<file path="src/common/ctm_pkg.sv">
// constants, register map and types of the compact timer
// assumes a single clock mclk at 20 MHz and a plain register port
//
// Behaviour
// - compare-A high byte holds bits 9..8 in bits 1..0, others read zero
// - mode field: 00 compare output, 11 timer/counter, 10 PWM
// - clear-select low: clear on P match or overflow at code zero; both flags
// - clear-select high: clear on A match; only A flag raised
// - clear-select high, compare-A zero: wrap at 3FF without A flag
// - compare mode: pin changes only on A match, never on P match
// - A match drives pin high, low or toggles; code zero leaves it
// - enable rising edge sets pin to output-control initial level
// - timer/counter mode counts and flags like compare mode; pin not driven
// - PWM ignores clear-select; period source clears counter, other sets duty
// - duty/period select zero: period code times 128, 000 means 1024
// - duty/period select one: compare-A is period, period code is duty
// - duty at or above period gives 100 percent active output
// - PWM raises A flag on A match and P flag on P match
// - PWM: output-control picks active level, pin-action forces, polarity inverts
// - forced PWM levels keep counting and matching running
// - period code compares with counter bits 9..7; bits 6..0 must be zero
// - enable rise zeroes counter; enable low holds counter value
// - compare: 01 low, 10 high, 11 toggle; PWM 00 inactive, 01 active

package ctm_pkg;

  // ---------------------------------------------------------------
  // register map
  // ---------------------------------------------------------------
  localparam logic [2:0] CTM_ADDR_CTRL0   = 3'h0;
  localparam logic [2:0] CTM_ADDR_CTRL1   = 3'h1;
  localparam logic [2:0] CTM_ADDR_CNT_LO  = 3'h2;
  localparam logic [2:0] CTM_ADDR_CNT_HI  = 3'h3;
  localparam logic [2:0] CTM_ADDR_CMPA_LO = 3'h4;
  localparam logic [2:0] CTM_ADDR_CMPA_HI = 3'h5;
  localparam logic [2:0] CTM_ADDR_FLAGS   = 3'h6;

  // ctrl0 fields
  localparam int CTM_C0_ENABLE   = 3;
  localparam int CTM_C0_CLK_LSB  = 4;
  localparam int CTM_C0_CODE_LSB = 0;
  // ctrl1 fields
  localparam int CTM_C1_MODE_LSB = 6;
  localparam int CTM_C1_ACT_LSB  = 4;
  localparam int CTM_C1_OC       = 3;
  localparam int CTM_C1_POL      = 2;
  localparam int CTM_C1_DPX      = 1;
  localparam int CTM_C1_CCLR     = 0;
  // flag register fields, write one to clear
  localparam int CTM_FL_A        = 0;
  localparam int CTM_FL_P        = 1;

  localparam logic [7:0] CTM_RESET_BYTE = 8'h00;
  localparam logic [9:0] CTM_CNT_MAX    = 10'h3ff;
  localparam int         CTM_CNT_W      = 10;
  localparam int         CTM_CODE_W     = 3;

  typedef enum logic [1:0] {
    CTM_MODE_CMP = 2'h0,
    CTM_MODE_UND = 2'h1,
    CTM_MODE_PWM = 2'h2,
    CTM_MODE_TMR = 2'h3
  } ctm_mode_t;

  localparam logic [1:0] CTM_ACT_KEEP   = 2'h0;
  localparam logic [1:0] CTM_ACT_LOW    = 2'h1;
  localparam logic [1:0] CTM_ACT_HIGH   = 2'h2;
  localparam logic [1:0] CTM_ACT_TOGGLE = 2'h3;

  // counter clock selects; the fast internal taps are divisions of mclk
  localparam logic [2:0] CTM_CK_DIV4    = 3'h0;
  localparam logic [2:0] CTM_CK_SYS     = 3'h1;
  localparam logic [2:0] CTM_CK_H16     = 3'h2;
  localparam logic [2:0] CTM_CK_H64     = 3'h3;
  localparam logic [2:0] CTM_CK_SUB0    = 3'h4;
  localparam logic [2:0] CTM_CK_SUB1    = 3'h5;
  localparam logic [2:0] CTM_CK_PIN_R   = 3'h6;
  localparam logic [2:0] CTM_CK_PIN_F   = 3'h7;
  localparam int         CTM_PRE_W      = 6;

endpackage

</file>
<file path="src/common/ctm_tick_if.sv">
// carries the counter-clock tick from the prescaler to the timer core
// assumes both ends run on mclk
`timescale 1ns/10ps
interface ctm_tick_if;
  logic [2:0] sel;
  logic       tick;
  modport core (output sel, input tick);
  modport pre  (input sel, output tick);
endinterface // ctm_tick_if

</file>
<file path="src/verilog/ctm_timer.sv">
// compact 10-bit timer: counter, comparators A and P, output pin logic
// assumes a plain register port on mclk; read data follow a read by one cycle
`timescale 1ns/10ps
module ctm_timer
  import ctm_pkg::*;
(
  // clock and reset
  input  wire logic       mclk,
  input  wire logic       rst,
  // register port
  input  wire logic [2:0] reg_addr,
  input  wire logic [7:0] reg_wdata,
  input  wire logic       reg_wr,
  input  wire logic       reg_rd,
  output logic      [7:0] reg_rdata,
  // counter clock sources
  input  wire logic       sub_clk,
  input  wire logic       ext_clk,
  // output pin
  output logic            timer_output_pin,
  output logic            timer_output_pin_oe_n,
  // match flags
  output logic            match_a_flag,
  output logic            match_p_flag
);
  import ctm_pkg::*;

  // ---------------------------------------------------------------
  // registers
  // ---------------------------------------------------------------
  logic [7:0]            ctrl0;
  logic [7:0]            ctrl1;
  logic [CTM_CNT_W-1:0]  compare_a_value;
  logic [CTM_CNT_W-1:0]  cnt;
  logic                  pin;
  logic                  en_d;
  logic                  flag_a;
  logic                  flag_p;
  logic [7:0]            rdata;

  logic [7:0]            next_ctrl0;
  logic [7:0]            next_ctrl1;
  logic [CTM_CNT_W-1:0]  next_compare_a_value;
  logic [CTM_CNT_W-1:0]  next_cnt;
  logic                  next_pin;
  logic                  next_en_d;
  logic                  next_flag_a;
  logic                  next_flag_p;
  logic [7:0]            next_rdata;

  // ---------------------------------------------------------------
  // decoded controls
  // ---------------------------------------------------------------
  logic                  counter_enable;
  logic [CTM_CODE_W-1:0] period_code;
  ctm_mode_t             mode;
  logic [1:0]            pin_action;
  logic                  output_control;
  logic                  output_polarity;
  logic                  duty_period_select;
  logic                  clear_select;
  logic                  en_rise;
  logic                  tick;
  logic                  hit_a;
  logic                  hit_p;
  logic                  wrap;
  logic                  set_a;
  logic                  set_p;
  logic                  clr_cnt;
  logic [CTM_CNT_W:0]    period_len;
  logic [CTM_CNT_W:0]    duty_len;
  logic [CTM_CNT_W:0]    pos;
  logic                  pwm_active;
  logic                  pwm_level;

  ctm_tick_if tk ();

  assign counter_enable     = ctrl0[CTM_C0_ENABLE];
  assign period_code        = ctrl0[CTM_C0_CODE_LSB +: CTM_CODE_W];
  assign tk.sel             = ctrl0[CTM_C0_CLK_LSB +: 3];
  assign mode               = ctm_mode_t'(ctrl1[CTM_C1_MODE_LSB +: 2]);
  assign pin_action         = ctrl1[CTM_C1_ACT_LSB +: 2];
  assign output_control     = ctrl1[CTM_C1_OC];
  assign output_polarity    = ctrl1[CTM_C1_POL];
  assign duty_period_select = ctrl1[CTM_C1_DPX];
  assign clear_select       = ctrl1[CTM_C1_CCLR];
  assign en_rise            = counter_enable & ~en_d;
  assign tick               = tk.tick;

  ctm_prescale u_pre (
    .mclk    (mclk),
    .rst     (rst),
    .sub_clk (sub_clk),
    .ext_clk (ext_clk),
    .tk      (tk.pre)
  );

  // ---------------------------------------------------------------
  // comparators
  // ---------------------------------------------------------------
  always_comb
  begin
    // matches are checked on the count just reached
    hit_a = tick && counter_enable && !en_rise && (compare_a_value != 10'h000)
            && (cnt == compare_a_value);
    // period code matches the top three counter bits while the low seven are zero
    hit_p = tick && counter_enable && !en_rise && (period_code != 3'h0)
            && (cnt[CTM_CNT_W-1 -: CTM_CODE_W] == period_code)
            && (cnt[CTM_CNT_W-4:0] == 7'h00);
    wrap  = tick && counter_enable && !en_rise && (cnt == CTM_CNT_MAX);
    // period in counter clocks; code zero spans the whole counter
    period_len = (period_code == 3'h0) ? {1'b1, 10'h000}
                                       : {1'b0, period_code, 7'h00};
    duty_len   = {1'b0, compare_a_value};
    if (duty_period_select)
    begin
      period_len = {1'b0, compare_a_value};
      duty_len   = (period_code == 3'h0) ? {1'b1, 10'h000}
                                         : {1'b0, period_code, 7'h00};
    end
    pos        = {1'b0, cnt};
    pwm_active = (duty_len >= period_len) || (pos < duty_len);
  end

  // ---------------------------------------------------------------
  // clear and flag selection
  // ---------------------------------------------------------------
  always_comb
  begin
    set_a   = 1'b0;
    set_p   = 1'b0;
    clr_cnt = 1'b0;
    case (mode)
      CTM_MODE_PWM:
      begin
        // clear-select plays no part here
        set_a   = hit_a;
        set_p   = hit_p;
        clr_cnt = duty_period_select ? hit_a : (hit_p | wrap);
      end
      CTM_MODE_CMP,
      CTM_MODE_TMR:
      begin
        if (clear_select)
        begin
          set_a   = hit_a;
          clr_cnt = hit_a | wrap;
        end
        else
        begin
          set_a   = hit_a;
          set_p   = hit_p;
          clr_cnt = hit_p | wrap;
        end
      end
      default:
      begin
        set_a   = 1'b0;
        set_p   = 1'b0;
        clr_cnt = wrap;
      end
    endcase
  end

  // ---------------------------------------------------------------
  // counter, pin and flags
  // ---------------------------------------------------------------
  always_comb
  begin
    next_en_d = counter_enable;
    next_cnt  = cnt;
    if (en_rise)
      next_cnt = 10'h000;
    else if (counter_enable && tick)
      next_cnt = clr_cnt ? 10'h000 : cnt + 10'h001;

    next_pin = pin;
    if (en_rise)
      next_pin = output_control;
    else if (mode == CTM_MODE_CMP && set_a)
    begin
      // only the A match moves the pin
      case (pin_action)
        CTM_ACT_LOW:    next_pin = 1'b0;
        CTM_ACT_HIGH:   next_pin = 1'b1;
        CTM_ACT_TOGGLE: next_pin = ~pin;
        default:        next_pin = pin;
      endcase
    end

    // set wins over a write-one clear in the same cycle
    next_flag_a = flag_a;
    next_flag_p = flag_p;
    if (reg_wr && reg_addr == CTM_ADDR_FLAGS)
    begin
      if (reg_wdata[CTM_FL_A])
        next_flag_a = 1'b0;
      if (reg_wdata[CTM_FL_P])
        next_flag_p = 1'b0;
    end
    if (set_a)
      next_flag_a = 1'b1;
    if (set_p)
      next_flag_p = 1'b1;
  end

  // pwm level: forced or running waveform; counting goes on regardless
  always_comb
  begin
    case (pin_action)
      CTM_ACT_KEEP: pwm_level = ~output_control;
      CTM_ACT_LOW:  pwm_level = output_control;
      CTM_ACT_HIGH: pwm_level = pwm_active ? output_control : ~output_control;
      default:      pwm_level = ~output_control;
    endcase
  end

  always_comb
  begin
    // timer/counter mode leaves the pin to other functions
    timer_output_pin_oe_n = (mode == CTM_MODE_TMR);
    case (mode)
      CTM_MODE_PWM: timer_output_pin = pwm_level ^ output_polarity;
      CTM_MODE_CMP: timer_output_pin = pin ^ output_polarity;
      default:      timer_output_pin = 1'b0;
    endcase
  end

  assign match_a_flag = flag_a;
  assign match_p_flag = flag_p;

  // ---------------------------------------------------------------
  // register writes and reads
  // ---------------------------------------------------------------
  always_comb
  begin
    next_ctrl0           = ctrl0;
    next_ctrl1           = ctrl1;
    next_compare_a_value = compare_a_value;
    if (reg_wr)
    begin
      case (reg_addr)
        CTM_ADDR_CTRL0:   next_ctrl0 = {1'b0, reg_wdata[6:0]};
        CTM_ADDR_CTRL1:   next_ctrl1 = reg_wdata;
        CTM_ADDR_CMPA_LO: next_compare_a_value[7:0] = reg_wdata;
        CTM_ADDR_CMPA_HI: next_compare_a_value[9:8] = reg_wdata[1:0];
        default:          next_ctrl0 = ctrl0;
      endcase
    end
    next_rdata = 8'h00;
    if (reg_rd)
    begin
      case (reg_addr)
        CTM_ADDR_CTRL0:   next_rdata = ctrl0;
        CTM_ADDR_CTRL1:   next_rdata = ctrl1;
        CTM_ADDR_CNT_LO:  next_rdata = cnt[7:0];
        CTM_ADDR_CNT_HI:  next_rdata = {6'h00, cnt[9:8]};
        CTM_ADDR_CMPA_LO: next_rdata = compare_a_value[7:0];
        CTM_ADDR_CMPA_HI: next_rdata = {6'h00, compare_a_value[9:8]};
        CTM_ADDR_FLAGS:   next_rdata = {6'h00, flag_p, flag_a};
        default:          next_rdata = 8'h00;
      endcase
    end
  end

  assign reg_rdata = rdata;

  always_ff @(posedge mclk)
  begin
    if (rst)
    begin
      ctrl0           <= CTM_RESET_BYTE;
      ctrl1           <= CTM_RESET_BYTE;
      compare_a_value <= 10'h000;
      cnt             <= 10'h000;
      pin             <= 1'b0;
      en_d            <= 1'b0;
      flag_a          <= 1'b0;
      flag_p          <= 1'b0;
      rdata           <= 8'h00;
    end
    else
    begin
      ctrl0           <= next_ctrl0;
      ctrl1           <= next_ctrl1;
      compare_a_value <= next_compare_a_value;
      cnt             <= next_cnt;
      pin             <= next_pin;
      en_d            <= next_en_d;
      flag_a          <= next_flag_a;
      flag_p          <= next_flag_p;
      rdata           <= next_rdata;
    end
  end

endmodule // ctm_timer

</file>
<file path="src/verilog/ctm_prescale.sv">
// counter-clock prescaler: turns the clock select into one-cycle ticks
// assumes sub clock and external clock pins are synchronous to mclk
`timescale 1ns/10ps
module ctm_prescale
  import ctm_pkg::*;
(
  // clock and reset
  input  wire logic mclk,
  input  wire logic rst,
  // sources
  input  wire logic sub_clk,
  input  wire logic ext_clk,
  // tick to core
  ctm_tick_if.pre   tk
);
  import ctm_pkg::*;

  logic [CTM_PRE_W-1:0] pre_cnt;
  logic [CTM_PRE_W-1:0] next_pre_cnt;
  logic                 sub_d;
  logic                 ext_d;
  logic                 next_sub_d;
  logic                 next_ext_d;
  logic                 tick_c;

  always_comb
  begin
    next_pre_cnt = pre_cnt + 6'h01;
    next_sub_d   = sub_clk;
    next_ext_d   = ext_clk;
    case (tk.sel)
      CTM_CK_DIV4:  tick_c = (pre_cnt[1:0] == 2'h3);
      CTM_CK_SYS:   tick_c = 1'b1;
      CTM_CK_H16:   tick_c = (pre_cnt[3:0] == 4'hf);
      CTM_CK_H64:   tick_c = (pre_cnt == 6'h3f);
      CTM_CK_SUB0,
      CTM_CK_SUB1:  tick_c = sub_clk & ~sub_d;
      CTM_CK_PIN_R: tick_c = ext_clk & ~ext_d;
      CTM_CK_PIN_F: tick_c = ~ext_clk & ext_d;
      default:      tick_c = 1'b0;
    endcase
  end

  assign tk.tick = tick_c;

  always_ff @(posedge mclk)
  begin
    if (rst)
    begin
      pre_cnt <= 6'h00;
      sub_d   <= 1'b0;
      ext_d   <= 1'b0;
    end
    else
    begin
      pre_cnt <= next_pre_cnt;
      sub_d   <= next_sub_d;
      ext_d   <= next_ext_d;
    end
  end

endmodule // ctm_prescale

</file>
<file path="config.mk">
export PLATFORM = sky130hd
export DESIGN_NAME = ctm_timer
export DESIGN_NICKNAME = d
export VERILOG_FILES = /design/src/common/ctm_pkg.sv /design/src/common/ctm_tick_if.sv /design/src/verilog/ctm_timer.sv /design/src/verilog/ctm_prescale.sv
export SDC_FILE = /design/constraint.sdc
export NUM_CORES = 1
export LEC_CHECK = 0
export ABC_AREA = 1
export BUFFER_PORTS_ARGS = -buffer_cell sky130_fd_sc_hd__buf_2
export CORE_MARGIN = 2
export CORE_UTILIZATION = 40
export CTS_BUF_LIST = sky130_fd_sc_hd__clkbuf_8
export DETAILED_ROUTE_END_ITERATION = 8
export MAX_ROUTING_LAYER = met4
export PLACE_DENSITY_LB_ADDON = 0.2
export SLEW_MARGIN = 20
export SYNTH_ARGS = -nofsm -noshare
export SYNTH_HDL_FRONTEND = slang
export SYNTH_SLANG_ARGS = --single-unit
</file>
<file path="constraint.sdc">
create_clock -name mclk -period 4.25 [get_ports mclk]
set_input_delay 0.425 -clock mclk [delete_from_list [all_inputs] [get_ports mclk]]
set_output_delay 0.425 -clock mclk [all_outputs]
set_load 0.01 [all_outputs]
</file>
==> flow_summary.json <==
{
  "outcome": "finished clean",
  "cp_common_cell": "nand3_1",
  "grt_pass1_wl_mm": 15.7,
  "cts_root_buf": "clkbuf_8",
  "coreArea_um2": 8180,
  "gp_congestion": 0.966,
  "layoutNonFillerInstCount": 616,
  "multiInputGateArea_um2": 1940,
  "dr.pass1.iters": 5,
  "syn_nets": 524,
  "start_kind": "flop",
  "cts.path.max_buffers": 2,
  "setup_tns_ps": 0,
  "cp_slowest_stage_delay_ps": 590,
  "setup_ws_ps": 826,
  "period_share_pct": 80.6,
  "seq_power_share_pct": 54.7,
  "syn_inst": 487,
  "detail-route-antenna-nets": 0,
  "critPathSlowestCell": "dfxtp_1",
  "numCtsBuffers": 5,
  "vias_per_cell": 5.38,
  "tightest_slew_ps": 963,
  "start_util_pct": 40.9,
  "cp_data_required_time_ps": 3830,
  "finalMaxSlewViolations": 0,
  "min_path_type": "in -> reg",
  "place_area_um2": 3560,
  "power.density_nw_per_um2": 271,
  "drv_cap": 0,
  "p_leak_nw": 1.56,
  "worstSetupPathType": "reg -> out",
  "syn-cell-area_um2": 3340,
  "worstSetupEndpointType": "output port",
  "die_height_um": 95.4,
  "num_vias": 3311,
  "grt_pass1_vias": 3029,
  "ctsHoldBuffers": 0,
  "utilization_pct": 44.7,
  "synth-edff-count": 0,
  "comb_power_share_pct": 14.4,
  "pre_cts_slack_ps": 1260,
  "fp.dieW_um": 95.4,
  "layout_common_cells": "95 x nand2_1, 60 x inv_1, 55 x dfxtp_1",
  "regArea_um2": 1100,
  "p_sw_share_pct": 29.8,
  "fin_crit_ps": 3420,
  "max_freq_ghz": 0.292,
  "relSlewSlack_pct": 35.3,
  "syn_to_final_growth_pct": 9.28,
  "power.internal_mw": 0.695,
  "fin_nets": 547,
  "dp_hpwl_mm": 7.43,
  "power_frac_clock_pct": 30.9,
  "wl_per_cell_um": 15.5,
  "yosysSeqAreaShare_pct": 32.9,
  "clkSinkCount": 55,
  "setup_viol": 0,
  "dp.cells": 608,
  "ys_types": 40,
  "post_cts_resized": 0,
  "yosysWarnings": 0,
  "die_area_um2": 9100,
  "fillCellCount": 883,
  "post_cts_buffers": 0,
  "crit_fanout": 18,
  "ys_seq_elements": 55,
  "drtIter0Drc": 247,
  "drc": 0,
  "grt_setup_unrepaired": "false",
  "port-buffer-count": 28,
  "holdWs_ps": 307,
  "clock_latency_ps": 330,
  "synth.avg_cell_area_um2": 6.86,
  "drive_gt1_share_pct": 12.3,
  "clk_pin_slew_ps": 110,
  "yosys.area.top_type": "dfxtp_1",
  "wl_mm": 9.54,
  "htree_num_levels": 2,
  "power_mw": 0.991,
  "final_common_cell": "nand2_1",
  "power.switching_mw": 0.296,
  "ir_drop_uv": 158,
  "grtUsageTotal_pct": 23.1,
  "cp_data_arrival_time_ps": 3000,
  "antenna_found_initial": 0,
  "path_cells": "inv_2 -> a21oi_1 -> inv_1 -> ha_1 -> nand3_1 -> nor2_2 -> nand3_1 -> nand3_1 -> nand3_1 -> nand2_1 -> nand3_1 -> nand2_1 -> nand2_1 -> nand3_1 -> nand2_1 -> nor2_1 -> buf_2",
  "num_rows": 33,
  "synth_flop_cell": "dfxtp_1",
  "diodes": 0,
  "grt_overflow": 0,
  "synth_top_area_share_pct": 32.9,
  "design.portCount": 29,
  "cts_tree": "built",
  "grt_max_degree": 30,
  "hold_viol": 0,
  "yosys-top-cells-area": "dfxtp_1 33%, nand2_1 11%, ha_1 7.5%",
  "async_flop_share_pct": 0,
  "final_area_um2": 3650,
  "finalClockSkew_ps": 14.0
}
metal layers:
| metal | share of wire, % | up-vias | global-route usage, % |
|---|---|---|---|
| li1 | - | 1661 | - |
| met1 | 46 | 1520 | 31.5 |
| met2 | 46 | 112 | 35.9 |
| met3 | 5.8 | 18 | 3.32 |
| met4 | 2.1 | 0 | 6.79 |
| met5 | 0 | - | - |
worst paths after layout:
| kind | start | endpoint | slack, ps | cells past startpoint |
|---|---|---|---|---|
| max | ctrl1[1] | timer_output_pin | 830 | 17 |
| min reg2reg | u_pre.pre_cnt[0] | u_pre.pre_cnt[0] | 460 | 1 |
| min | sub_clk | u_pre.sub_d | 310 | 3 |
| max reg2reg | cnt[7] | cnt[5] | 2090 | 11 |
registers in the layout, summed over array words and instances (netlist names):
signal / count
u_pre.sub_d: 1
u_pre.pre_cnt: 6
match_a_flag: 1
cnt: 10
ctrl1: 8
en_d: 1
reg_rdata: 8
u_pre.ext_d: 1
compare_a_value: 10
match_p_flag: 1
pin: 1
ctrl0: 7
cells by family (layout without fill, tap and decap cells):
logic type,after synthesis,in the layout,share of synthesized area (%)
AO/OA/AOI/OAI,111,111,18.8
AND/OR/NAND/NOR,215,215,29.4
buffers and inverters,77,101,8.98
XOR/XNOR,9,9,2.36
adder cells (fa/ha/maj),20,20,7.49
flip-flops,55,55,32.9
worst max-delay path: cells and delay by family (launching register included):
family                   cells  cell delay [ps]
AO/OA/AOI/OAI                1              290
adder cells (fa/ha/maj)      1              300
flip-flops                   1              590
AND/OR/NAND/NOR             12             1070
buffers and inverters        3              430
power groups by stage:
stage,logic [mW],registers [mW],clock network (mW)
finish,0.143,0.542,0.306
global route,0.164,0.543,0.333
CTS,0.142,0.541,0.311
detailed placement,0.142,0.553,0
global placement,0.139,0.553,0
floorplan,0.102,0.548,0
Yosys cell counts, types with 6 or more instances:
cell type	instances
clkbuf_1	8
nand3_1	31
nor2_1	48
ha_1	20
nand2_1	95
inv_1	60
dfxtp_1	55
a221oi_1	6
nor2_2	6
nor3_1	12
a21oi_1	43
o21ai_0	40
xor2_1	7
o22ai_1	9
area by class of cell:
cell class	instances	share of cell area [%]
flip-flops and latches	55	30.1
multi-input cells	355	53.2
inverters	65	6.71
well taps	105	3.60
clock buffers	5	1.88
clock inverters	3	0.685
repair buffers	28	3.84
Note: power is estimated with default switching activity, not from simulation.
